<file path="src/verilog/fspc_pkg.sv">
// Purpose: shared constants and types of the flash self-programming controller
// Assumes: 8-bit control register, 16-bit pointer, Avalon-MM word registers
// Notes: offsets are byte addresses
package fspc_pkg;
    // ----------------------------------------
    // register map
    // ----------------------------------------
    localparam logic [3:0] OFF_CTRL = 4'h0;
    localparam logic [3:0] OFF_PTR = 4'h4;
    localparam logic [3:0] OFF_DATA = 4'h8;
    localparam logic [3:0] OFF_STAT = 4'hC;
    localparam logic [7:0] CTRL_RESET = 8'h00;
    // ----------------------------------------
    // control register fields
    // ----------------------------------------
    localparam int B_IRQ_EN = 7;
    localparam int B_RWW_BUSY = 6;
    localparam int B_SIG = 5;
    localparam int B_REEN = 4;
    localparam int B_LOCK = 3;
    localparam int B_PGWR = 2;
    localparam int B_PGER = 1;
    localparam int B_EN = 0;
    localparam logic [4:0] CMD_REEN = 5'h11;
    localparam logic [4:0] CMD_LOCK = 5'h09;
    localparam logic [4:0] CMD_PGWR = 5'h05;
    localparam logic [4:0] CMD_PGER = 5'h03;
    localparam logic [4:0] CMD_LOAD = 5'h01;
    // ----------------------------------------
    // timing in clock cycles, reset address and erased word
    // ----------------------------------------
    localparam logic [2:0] STORE_WIN = 3'h4;
    localparam logic [2:0] LOAD_WIN = 3'h3;
    localparam logic [15:0] APP_RESET_ADDR = 16'h0000;
    localparam logic [15:0] ERASED_WORD = 16'hFFFF;
    // ----------------------------------------
    // types
    // ----------------------------------------
    typedef enum logic [1:0] {
        FSPC_IDLE = 2'b00,
        FSPC_ARMED = 2'b01,
        FSPC_BUSY = 2'b10
    } fspc_state_t;
    typedef enum logic [1:0] {
        FSPC_OP_NONE = 2'b00,
        FSPC_OP_ERASE = 2'b01,
        FSPC_OP_WRITE = 2'b10
    } fspc_op_t;
    typedef struct packed {
        fspc_op_t op;
        logic [15:0] page;
    } fspc_req_t;
    typedef struct packed {
        logic [7:0] fuse_low;
        logic [7:0] fuse_high;
        logic [7:0] fuse_ext;
        logic [7:0] lock;
    } fspc_nv_t;
endpackage : fspc_pkg

</file>
<file path="src/verilog/fspc_top.sv">
// Purpose: self-programming sequencer for on-chip program flash
// Assumes: store/load instruction strobes arrive as one-cycle pulses from the core
// Notes: Avalon-MM slave with one wait cycle on every access
//
// The address map and the Avalon-MM slave port are this design's own decisions.
`timescale 1ns/1ns
module fspc_top
    import fspc_pkg::*;
#(
    parameter int WORD_BITS = 6,                       // word index width
    parameter logic [15:0] NO_READ_WHILE_WRITE_SECTION_FIRST_PAGE = 16'h01C0, // first page of non-shared section
    parameter logic [15:0] BOOT_RESET_ADDR = 16'h7000,
    parameter logic [7:0] SIG_DEFAULT = 8'h5A          // arbitrary signature value
) (
    input wire logic sys_clk,            // 125 MHz clock
    input wire logic rst_b,              // sync reset, low active
    input wire logic ce,                 // clock enable
    input wire logic [3:0] avs_address,  // byte address
    input wire logic avs_read,           // read request
    input wire logic avs_write,          // write request
    input wire logic [31:0] avs_writedata, // write data
    output logic [31:0] avs_readdata,    // read data
    output logic avs_waitrequest,        // wait
    input wire logic store_req,          // store instruction pulse
    input wire logic load_req,           // load instruction pulse
    input wire logic global_irq_en,      // core global interrupt flag
    input wire logic eeprom_busy,        // EEPROM write running
    input wire logic boot_reset_fuse,    // 0 = programmed
    input wire fspc_nv_t nv_bits,        // fuse and lock bytes
    input wire logic fl_done,            // flash op finished pulse
    input wire logic [WORD_BITS-1:0] fl_buf_idx, // buffer read index
    output logic [15:0] fl_buf_data,     // buffer word at index
    output fspc_req_t fl_req,            // flash op request
    output logic fl_start,               // op start pulse
    output logic lock_wr,                // lock program pulse
    output logic [7:0] lock_data,        // lock byte to program
    output logic [7:0] load_data,        // special load result
    output logic load_hit,               // load served here
    output logic cpu_halt,               // stall core
    output logic rww_block,              // shared section unreadable
    output logic ready_irq,              // ready interrupt request
    output logic [15:0] reset_vector     // selected reset address
);
    localparam int PAGES = 1 << WORD_BITS;
    localparam int PW = 15 - WORD_BITS;

    logic [7:0] ctrl_reg;
    logic [15:0] ptr_reg;
    logic [15:0] data_reg;
    logic [2:0] win_reg;
    fspc_state_t state_reg;
    logic [15:0] buf_mem [PAGES];
    logic [PAGES-1:0] buf_vld_reg;
    logic [PW-1:0] page_reg;
    logic boot_seen_reg;
    logic wr_ok;
    logic rd_ok;
    logic ctrl_wr;
    logic cmd_ok;
    logic store_ok;
    logic load_ok;
    logic buf_clr;
    logic buf_ld;
    logic [WORD_BITS-1:0] widx;
    logic [PW-1:0] pptr;

    // ----------------------------------------
    // bus slave
    // ----------------------------------------
    assign wr_ok = ce && avs_write && !avs_waitrequest;
    assign rd_ok = ce && avs_read && !avs_waitrequest;
    assign ctrl_wr = wr_ok && avs_address == OFF_CTRL;
    assign cmd_ok = avs_writedata[4:0] inside {CMD_REEN, CMD_LOCK, CMD_PGWR, CMD_PGER, CMD_LOAD};
    assign widx = ptr_reg[WORD_BITS:1];
    assign pptr = ptr_reg[15:WORD_BITS+1];
    assign store_ok = ce && store_req && state_reg == FSPC_ARMED && win_reg != 3'h0;
    assign load_ok = ce && load_req && state_reg == FSPC_ARMED && win_reg > (STORE_WIN - LOAD_WIN);
    assign buf_ld = store_ok && !eeprom_busy && ctrl_reg[5:0] == {1'b0, CMD_LOAD};

    // one wait cycle, then a one-cycle answer
    always_ff @(posedge sys_clk) begin
        if (!rst_b) begin
            avs_waitrequest <= 1'b1;
        end else if (ce) begin
            avs_waitrequest <= !((avs_read || avs_write) && avs_waitrequest);
        end
    end

    always_ff @(posedge sys_clk) begin
        if (!rst_b) begin
            avs_readdata <= 32'h0000_0000;
        end else if (ce && (avs_read && avs_waitrequest)) begin
            unique case (avs_address)
                OFF_CTRL: avs_readdata <= {24'h000000, ctrl_reg[7], rww_block, ctrl_reg[5:0]};
                OFF_PTR: avs_readdata <= {16'h0000, ptr_reg};
                OFF_DATA: avs_readdata <= {16'h0000, data_reg};
                OFF_STAT: avs_readdata <= {28'h0000000, cpu_halt, rww_block,
                    state_reg};
                default: avs_readdata <= 32'h0000_0000;
            endcase
        end
    end

    always_ff @(posedge sys_clk) begin
        if (!rst_b) begin
            ptr_reg <= 16'h0000;
            data_reg <= 16'h0000;
        end else if (wr_ok) begin
            if (avs_address == OFF_PTR) begin
                ptr_reg <= avs_writedata[15:0];
            end
            if (avs_address == OFF_DATA) begin
                data_reg <= avs_writedata[15:0];
            end
        end
    end

    // ----------------------------------------
    // command sequencer
    // ----------------------------------------
    always_ff @(posedge sys_clk) begin
        if (!rst_b) begin
            state_reg <= FSPC_IDLE;
            ctrl_reg <= CTRL_RESET;
            win_reg <= 3'h0;
            page_reg <= '0;
            fl_start <= 1'b0;
            fl_req <= '0;
            lock_wr <= 1'b0;
            lock_data <= 8'hFF;
            cpu_halt <= 1'b0;
        end else if (ce) begin
            fl_start <= 1'b0;
            lock_wr <= 1'b0;
            if (ctrl_wr) begin
                ctrl_reg[B_IRQ_EN] <= avs_writedata[B_IRQ_EN];
            end
            unique case (state_reg)
                FSPC_IDLE: begin
                    if (ctrl_wr && cmd_ok && !eeprom_busy) begin
                        ctrl_reg[4:0] <= avs_writedata[4:0];
                        // signature read rides only on the plain enable code
                        ctrl_reg[B_SIG] <= avs_writedata[B_SIG] && avs_writedata[4:0] == CMD_LOAD;
                        win_reg <= STORE_WIN;
                        state_reg <= FSPC_ARMED;
                    end
                end
                FSPC_ARMED: begin
                    win_reg <= win_reg - 3'h1;
                    if (store_ok && !eeprom_busy) begin
                        if (ctrl_reg[B_PGER] || ctrl_reg[B_PGWR]) begin
                            page_reg <= pptr;
                            fl_req.op <= ctrl_reg[B_PGER] ? FSPC_OP_ERASE : FSPC_OP_WRITE;
                            fl_req.page <= {{(16-PW){1'b0}}, pptr};
                            fl_start <= 1'b1;
                            cpu_halt <= {{(16-PW){1'b0}}, pptr} >= NO_READ_WHILE_WRITE_SECTION_FIRST_PAGE;
                            state_reg <= FSPC_BUSY;
                        end else begin
                            if (ctrl_reg[B_LOCK]) begin
                                lock_wr <= 1'b1;
                                lock_data <= data_reg[7:0];
                            end
                            ctrl_reg[5:0] <= 6'h00;
                            state_reg <= FSPC_IDLE;
                        end
                    end else if (load_ok || win_reg == 3'h1) begin
                        ctrl_reg[5:0] <= 6'h00;
                        state_reg <= FSPC_IDLE;
                    end
                end
                FSPC_BUSY: begin
                    if (fl_done) begin
                        ctrl_reg[5:0] <= 6'h00;
                        cpu_halt <= 1'b0;
                        fl_req.op <= FSPC_OP_NONE;
                        state_reg <= FSPC_IDLE;
                    end
                end
                default: state_reg <= FSPC_IDLE;
            endcase
        end
    end

    always_ff @(posedge sys_clk) begin
        if (!rst_b) begin
            rww_block <= 1'b0;
        end else if (ce) begin
            if (store_ok && !eeprom_busy && (ctrl_reg[B_PGER] || ctrl_reg[B_PGWR])
                    && {{(16-PW){1'b0}}, pptr} < NO_READ_WHILE_WRITE_SECTION_FIRST_PAGE) begin
                rww_block <= 1'b1;
            end else if ((store_ok && !eeprom_busy && ctrl_reg[B_REEN]) || buf_ld) begin
                rww_block <= 1'b0;
            end
        end
    end

    // ----------------------------------------
    // temporary page buffer
    // ----------------------------------------
    // buffer clear events
    assign buf_clr = (ctrl_wr && cmd_ok && state_reg == FSPC_IDLE && !eeprom_busy
            && avs_writedata[4:0] == CMD_REEN)
        || (state_reg == FSPC_BUSY && fl_done && fl_req.op == FSPC_OP_WRITE);

    // valid bits model the erased buffer without a wide clear of the array
    genvar gi;
    generate
        for (gi = 0; gi < PAGES; gi++) begin : g_vld
            always_ff @(posedge sys_clk) begin
                if (!rst_b) begin
                    buf_vld_reg[gi] <= 1'b0;
                end else if (ce) begin
                    if (buf_clr) begin
                        buf_vld_reg[gi] <= 1'b0;
                    end else if (buf_ld && widx == gi) begin
                        buf_vld_reg[gi] <= 1'b1;
                    end
                end
            end
        end
    endgenerate

    always_ff @(posedge sys_clk) begin
        if (buf_ld) begin
            buf_mem[widx] <= data_reg;
        end
    end

    always_ff @(posedge sys_clk) begin
        if (!rst_b) begin
            fl_buf_data <= ERASED_WORD;
        end else if (ce) begin
            fl_buf_data <= buf_vld_reg[fl_buf_idx] ? buf_mem[fl_buf_idx] : ERASED_WORD;
        end
    end

    // ----------------------------------------
    // special loads
    // ----------------------------------------
    always_ff @(posedge sys_clk) begin
        if (!rst_b) begin
            load_data <= 8'h00;
            load_hit <= 1'b0;
        end else if (ce) begin
            load_hit <= 1'b0;
            if (load_ok && ctrl_reg[B_SIG]) begin
                load_data <= SIG_DEFAULT;
                load_hit <= 1'b1;
            end else if (load_ok && ctrl_reg[B_LOCK] && !eeprom_busy) begin
                unique case (ptr_reg[1:0])
                    2'b00: load_data <= nv_bits.fuse_low;
                    2'b01: load_data <= nv_bits.lock;
                    2'b10: load_data <= nv_bits.fuse_ext;
                    2'b11: load_data <= nv_bits.fuse_high;
                endcase
                load_hit <= 1'b1;
            end
        end
    end

    // ----------------------------------------
    // interrupt and reset vector
    // ----------------------------------------
    // level request while idle
    always_ff @(posedge sys_clk) begin
        if (!rst_b) begin
            ready_irq <= 1'b0;
        end else if (ce) begin
            ready_irq <= ctrl_reg[B_IRQ_EN] && global_irq_en && !ctrl_reg[B_EN];
        end
    end

    always_ff @(posedge sys_clk) begin
        if (!rst_b) begin
            reset_vector <= APP_RESET_ADDR;
            boot_seen_reg <= 1'b0;
        end else if (ce && !boot_seen_reg) begin
            reset_vector <= boot_reset_fuse ? APP_RESET_ADDR : BOOT_RESET_ADDR;
            boot_seen_reg <= 1'b1;
        end
    end

    // ----------------------------------------
    // assertions
    // ----------------------------------------
    a_win_timeout: assert property (@(posedge sys_clk) disable iff (!rst_b)
        (ce && ctrl_wr && cmd_ok && state_reg == FSPC_IDLE && !eeprom_busy)
        ##1 (ce && !store_req && !load_req)[*4] |=> ctrl_reg[4:0] == 5'h00)
        else $error("command not cleared after window");
    a_bad_code: assert property (@(posedge sys_clk) disable iff (!rst_b)
        (ce && ctrl_wr && !cmd_ok && state_reg == FSPC_IDLE) |=> $stable(ctrl_reg[4:0]))
        else $error("illegal code changed command");
    a_halt_no_read_while_write_section: assert property (@(posedge sys_clk) disable iff (!rst_b)
        fl_start && fl_req.page >= NO_READ_WHILE_WRITE_SECTION_FIRST_PAGE |-> cpu_halt)
        else $error("core not halted for non-shared page");
    a_busy_set: assert property (@(posedge sys_clk) disable iff (!rst_b)
        fl_start && fl_req.page < NO_READ_WHILE_WRITE_SECTION_FIRST_PAGE |-> rww_block && !cpu_halt)
        else $error("busy flag missing on shared page op");
    a_en_held: assert property (@(posedge sys_clk) disable iff (!rst_b)
        state_reg == FSPC_BUSY && !fl_done |=> ctrl_reg[B_EN])
        else $error("enable dropped during op");
    a_page_latch: assert property (@(posedge sys_clk) disable iff (!rst_b)
        state_reg == FSPC_BUSY |-> fl_req.page == {{(16-PW){1'b0}}, page_reg})
        else $error("latched page changed");
    a_lock_data: assert property (@(posedge sys_clk) disable iff (!rst_b)
        lock_wr |-> lock_data == $past(data_reg[7:0]) && ctrl_reg[B_LOCK] == 1'b0)
        else $error("lock byte wrong");
    a_irq_level: assert property (@(posedge sys_clk) disable iff (!rst_b)
        ce && $past(ce) && ctrl_reg[B_EN] ##1 ce |-> !ready_irq)
        else $error("irq while enable set");
    a_buf_clear: assert property (@(posedge sys_clk) disable iff (!rst_b)
        ce && buf_clr |=> buf_vld_reg == '0)
        else $error("buffer not cleared");
    a_reen_busy: assert property (@(posedge sys_clk) disable iff (!rst_b)
        state_reg == FSPC_BUSY && ctrl_wr && !fl_done |=> ctrl_reg[4:0] == $past(ctrl_reg[4:0]))
        else $error("command accepted while busy");
    a_busy_clear: assert property (@(posedge sys_clk) disable iff (!rst_b)
        buf_ld |=> !rww_block)
        else $error("busy flag kept after buffer load");
    a_buf_load: assert property (@(posedge sys_clk) disable iff (!rst_b)
        buf_ld |=> buf_mem[$past(widx)] == $past(data_reg))
        else $error("buffer word not stored");
    a_sig_store: assert property (@(posedge sys_clk) disable iff (!rst_b)
        store_ok && ctrl_reg[B_SIG] |=> !fl_start && !lock_wr && $stable(buf_vld_reg))
        else $error("store acted under signature command");
    a_eeprom_block: assert property (@(posedge sys_clk) disable iff (!rst_b)
        ctrl_wr && eeprom_busy && state_reg == FSPC_IDLE |=> state_reg == FSPC_IDLE)
        else $error("command taken during EEPROM write");
endmodule : fspc_top

</file>
<file path="config.mk">
export PLATFORM = sky130hd
export DESIGN_NAME = fspc_top
export DESIGN_NICKNAME = d
export VERILOG_FILES = /design/src/verilog/fspc_pkg.sv /design/src/verilog/fspc_top.sv
export SDC_FILE = /design/constraint.sdc
export NUM_CORES = 1
export LEC_CHECK = 0
export BUFFER_PORTS_ARGS = -buffer_cell sky130_fd_sc_hd__buf_2
export CORE_AREA = 2 2 327 297
export CTS_CLUSTER_SIZE = 16
export DETAILED_ROUTE_END_ITERATION = 8
export DIE_AREA = 0 0 329 299
export PLACE_DENSITY_LB_ADDON = 0.2
export SLEW_MARGIN = 40
export SYNTH_ARGS = -nofsm -noshare
export SYNTH_HDL_FRONTEND = slang
export SYNTH_SLANG_ARGS = --single-unit
</file>
<file path="constraint.sdc">
create_clock -name sys_clk -period 4.2 [get_ports sys_clk]
set_input_delay 0.63 -clock sys_clk [delete_from_list [all_inputs] [get_ports sys_clk]]
set_output_delay 0.63 -clock sys_clk [all_outputs]
set_load 0.05 [all_outputs]
</file>
==> metrics.csv <==
metric,value,unit
Pwr Total,24.5,mW
global-route wire length before repair,167000,µm
num rows,108,
vias in the first global route,25628,
hold-fix buffers at CTS,0,
die area,0.0984,mm²
Clock Path Buffers,3,
most frequent cell after synthesis,edfxtp_1,
Nets,2931,
H-tree depth,3,
Initial Util,49.5,%
Slew HR,45.4,%
crit-path cells,ha_1 -> and4b_1 -> nand4_1 -> nor3_1 -> nand3_1 -> nor2_1 -> buf_4,
largest net degree at the start of global routing,94,
hold endpoint,ptr_reg[6],
status,"complete, no violations",
CTS tree,done,
RSZ-0062 raised after global routing,no,
clk_skew,0.0322,ns
register area share after synthesis,72.6,%
Die Y,299,µm
slack of the worst reg-to-reg path,0.91,ns
Worst Reg-to-Reg Cells,7,
Crit path buffers/inverters,1,
fin area,0.0538,mm²
clock-pin slew on the worst setup and hold paths,0.06,ns
Worst Tran Pin Value,0.819,ns
commonest cells in the netlist,"edfxtp_1, mux4_2, dfxtp_1, mux2i_1, nand2_1",
WL per Instance,26.7,µm
initial antenna violation count,11,
RR Startpoint,state_reg[0],
total gr overflow,0,
crit path time final,3.29,ns
Worst Path Arrival,3.62,ns
drt pass-1 iters,7,
crit path launch type,flip-flop,
post-route setup TNS,0,ns
Hold Path Stages,3,
Critical Path Fanout Max,17,
final instance count without filler cells,4212,
Via Count,25032,
dominant cell type by area after synthesis,edfxtp_1,
met2 Usage GRT,36.6,%
drt drc,0,
"EDFF count, synth",1024,
mapped cell area,0.0472,mm²
Max stage delay on crit path,0.62,ns
Worst setup EP type,flip-flop,
max reg flops,1024,
Synth Instances,2592,
Initial DRC Count,2586,
Final Setup Violations,0,
Hold/Removal Path Class,in2reg,
CTS Sinks,1200,
Worst EP required,4.53,ns
"flops & latches, synth",1200,
share of the synthesized area in the top cell type,65.2,%
fmax,304,MHz
Die X,329,µm
Placeable Area,0.0953,mm²
Leak,17.1,nW
Area Growth Syn to Fin,14.1,%
Max Cap Viol,0,
Hold Startpoint,avs_writedata[6],
final core occ,56.5,%
setup bufs post-CTS,0,
layout cell share with drive strength beyond 1,26.4,%
Pwr per Cell Area,455,mW/mm²
post_cts resized,0,
peak supply drop,0.000379,V
ys async rst share,0,%
WS Path Type,reg2reg,
period utilization,78.4,%
DP Area,0.0498,mm²
GRT Resource Usage Total,23.1,%
"Slowest-stage cell, CP",nor3_1,
Synth Flop Type,edfxtp_1,
vias per std cell,5.94,
FILL cells,7215,
Buffers on Ports,137,
synth warn,0,
syn_area_per_cell,18.2,µm²
CTS buffer count,117,
met1 Use GR,32.2,%
ranking of synthesized cells by area,"edfxtp_1, mux4_2, dfxtp_1",
clk root buf,clkbuf_16,
R2R Path End,buf_mem[47][4],
worst-skew pair later-pin latency,0.70,ns
dpl cells,3985,
Top delay family on crit path,simple AND/OR/NAND/NOR gates,
"Hold Vio Cnt, Final",0,
hpwl dp,67200,µm
Synth cell types,60,
GR Util met3,5.14,%
Most Crowded Layer GR,met2,
DRT Wirelength,113000,µm
placer congestion estimate,0.861,
fin. max-slew vios,0,
Antenna Nets Post-Route,0,
I/O pin total,190,
[logic make-up after synthesis]
family | share of synthesized area (%)
flip-flops | 72.6
adder cells (fa/ha/maj) | 0.207
AND/OR/NAND/NOR | 3.93
AO/OA/AOI/OAI | 5.33
other | 0.00795
multiplexers | 15.5
buffers and inverters | 2.38
[stage by stage]
stage	setup slack, ns	hold WS, ns
CTS	0.996	0.152
floorplan	1.54	0.435
global route	0.679	0.174
detailed placement	0.803	0.449
global placement	0.775	0.441
finish	0.908	0.188
[layer usage]
layer	share of wire, %	vias up
li1	-	10781
met1	42	13125
met2	47	934
met3	7.9	190
met4	2.9	2
met5	0.0080	-
[report_power, final]
part,total (mW),leakage [nW],internal (mW),switching [mW]
registers,12.8,10.2,12.7,0.00954
logic,0.929,5.01,0.351,0.578
clock network,10.8,1.96,6.42,4.41
total,24.5,17.1,19.5,4.99
[worst max-delay path by stage]
stage,to,cells past startpoint,startpoint
3_5_place_dp,fl_buf_data[13],8,fl_buf_idx[0]
3_3_place_gp,fl_buf_data[13],8,fl_buf_idx[0]
2_1_floorplan,buf_mem[19][0],7,state_reg[1]
4_1_cts,buf_mem[43][15],7,state_reg[0]
6_report,buf_mem[47][4],7,state_reg[0]
5_1_grt,buf_mem[47][5],7,state_reg[0]
[cells in the final DEF (no fill, tap or decap), types with 9 or more instances in the layout]
cell type	instances
a211oi_1	31
a21boi_1	34
a21oi_1	88
a221o_1	11
a221oi_1	14
a22oi_1	24
a41o_1	12
and2_1	11
buf_2	133
buf_4	142
bufinv_16	20
clkbuf_1	14
clkbuf_16	119
clkinv_1	27
clkinv_2	27
conb_1	36
dfxtp_1	159
dfxtp_2	17
edfxtp_1	1024
inv_1	11
mux2_2	32
mux2i_1	165
mux4_2	236
nand2_1	122
nand2b_1	17
nand3_1	14
nor2_1	108
nor2_2	10
nor2b_1	56
o211ai_1	9
o21a_1	65
o21ai_1	16
o22ai_1	16
o31ai_1	12
[worst min-delay path, stage by stage]
cell and delay (ns):
buf_2 0.10, nand2_1 0.05, a21boi_1 0.05
[cell type report]
class / instances / area (µm²) / share of cell area, %
Timing Repair Buffer: 284 / 1900 / 3.53
Clock buffer: 134 / 3040 / 5.65
Clock inverter: 89 / 971 / 1.80
Inverter: 11 / 41.3 / 0.0767
Multi-Input combinational cell: 1225 / 12000 / 22.3
Antenna cell: 4 / 10.0 / 0.0186
Tap cell: 1265 / 1580 / 2.94
Sequential cell: 1200 / 34300 / 63.7
(Power assumes the default switching activity.)
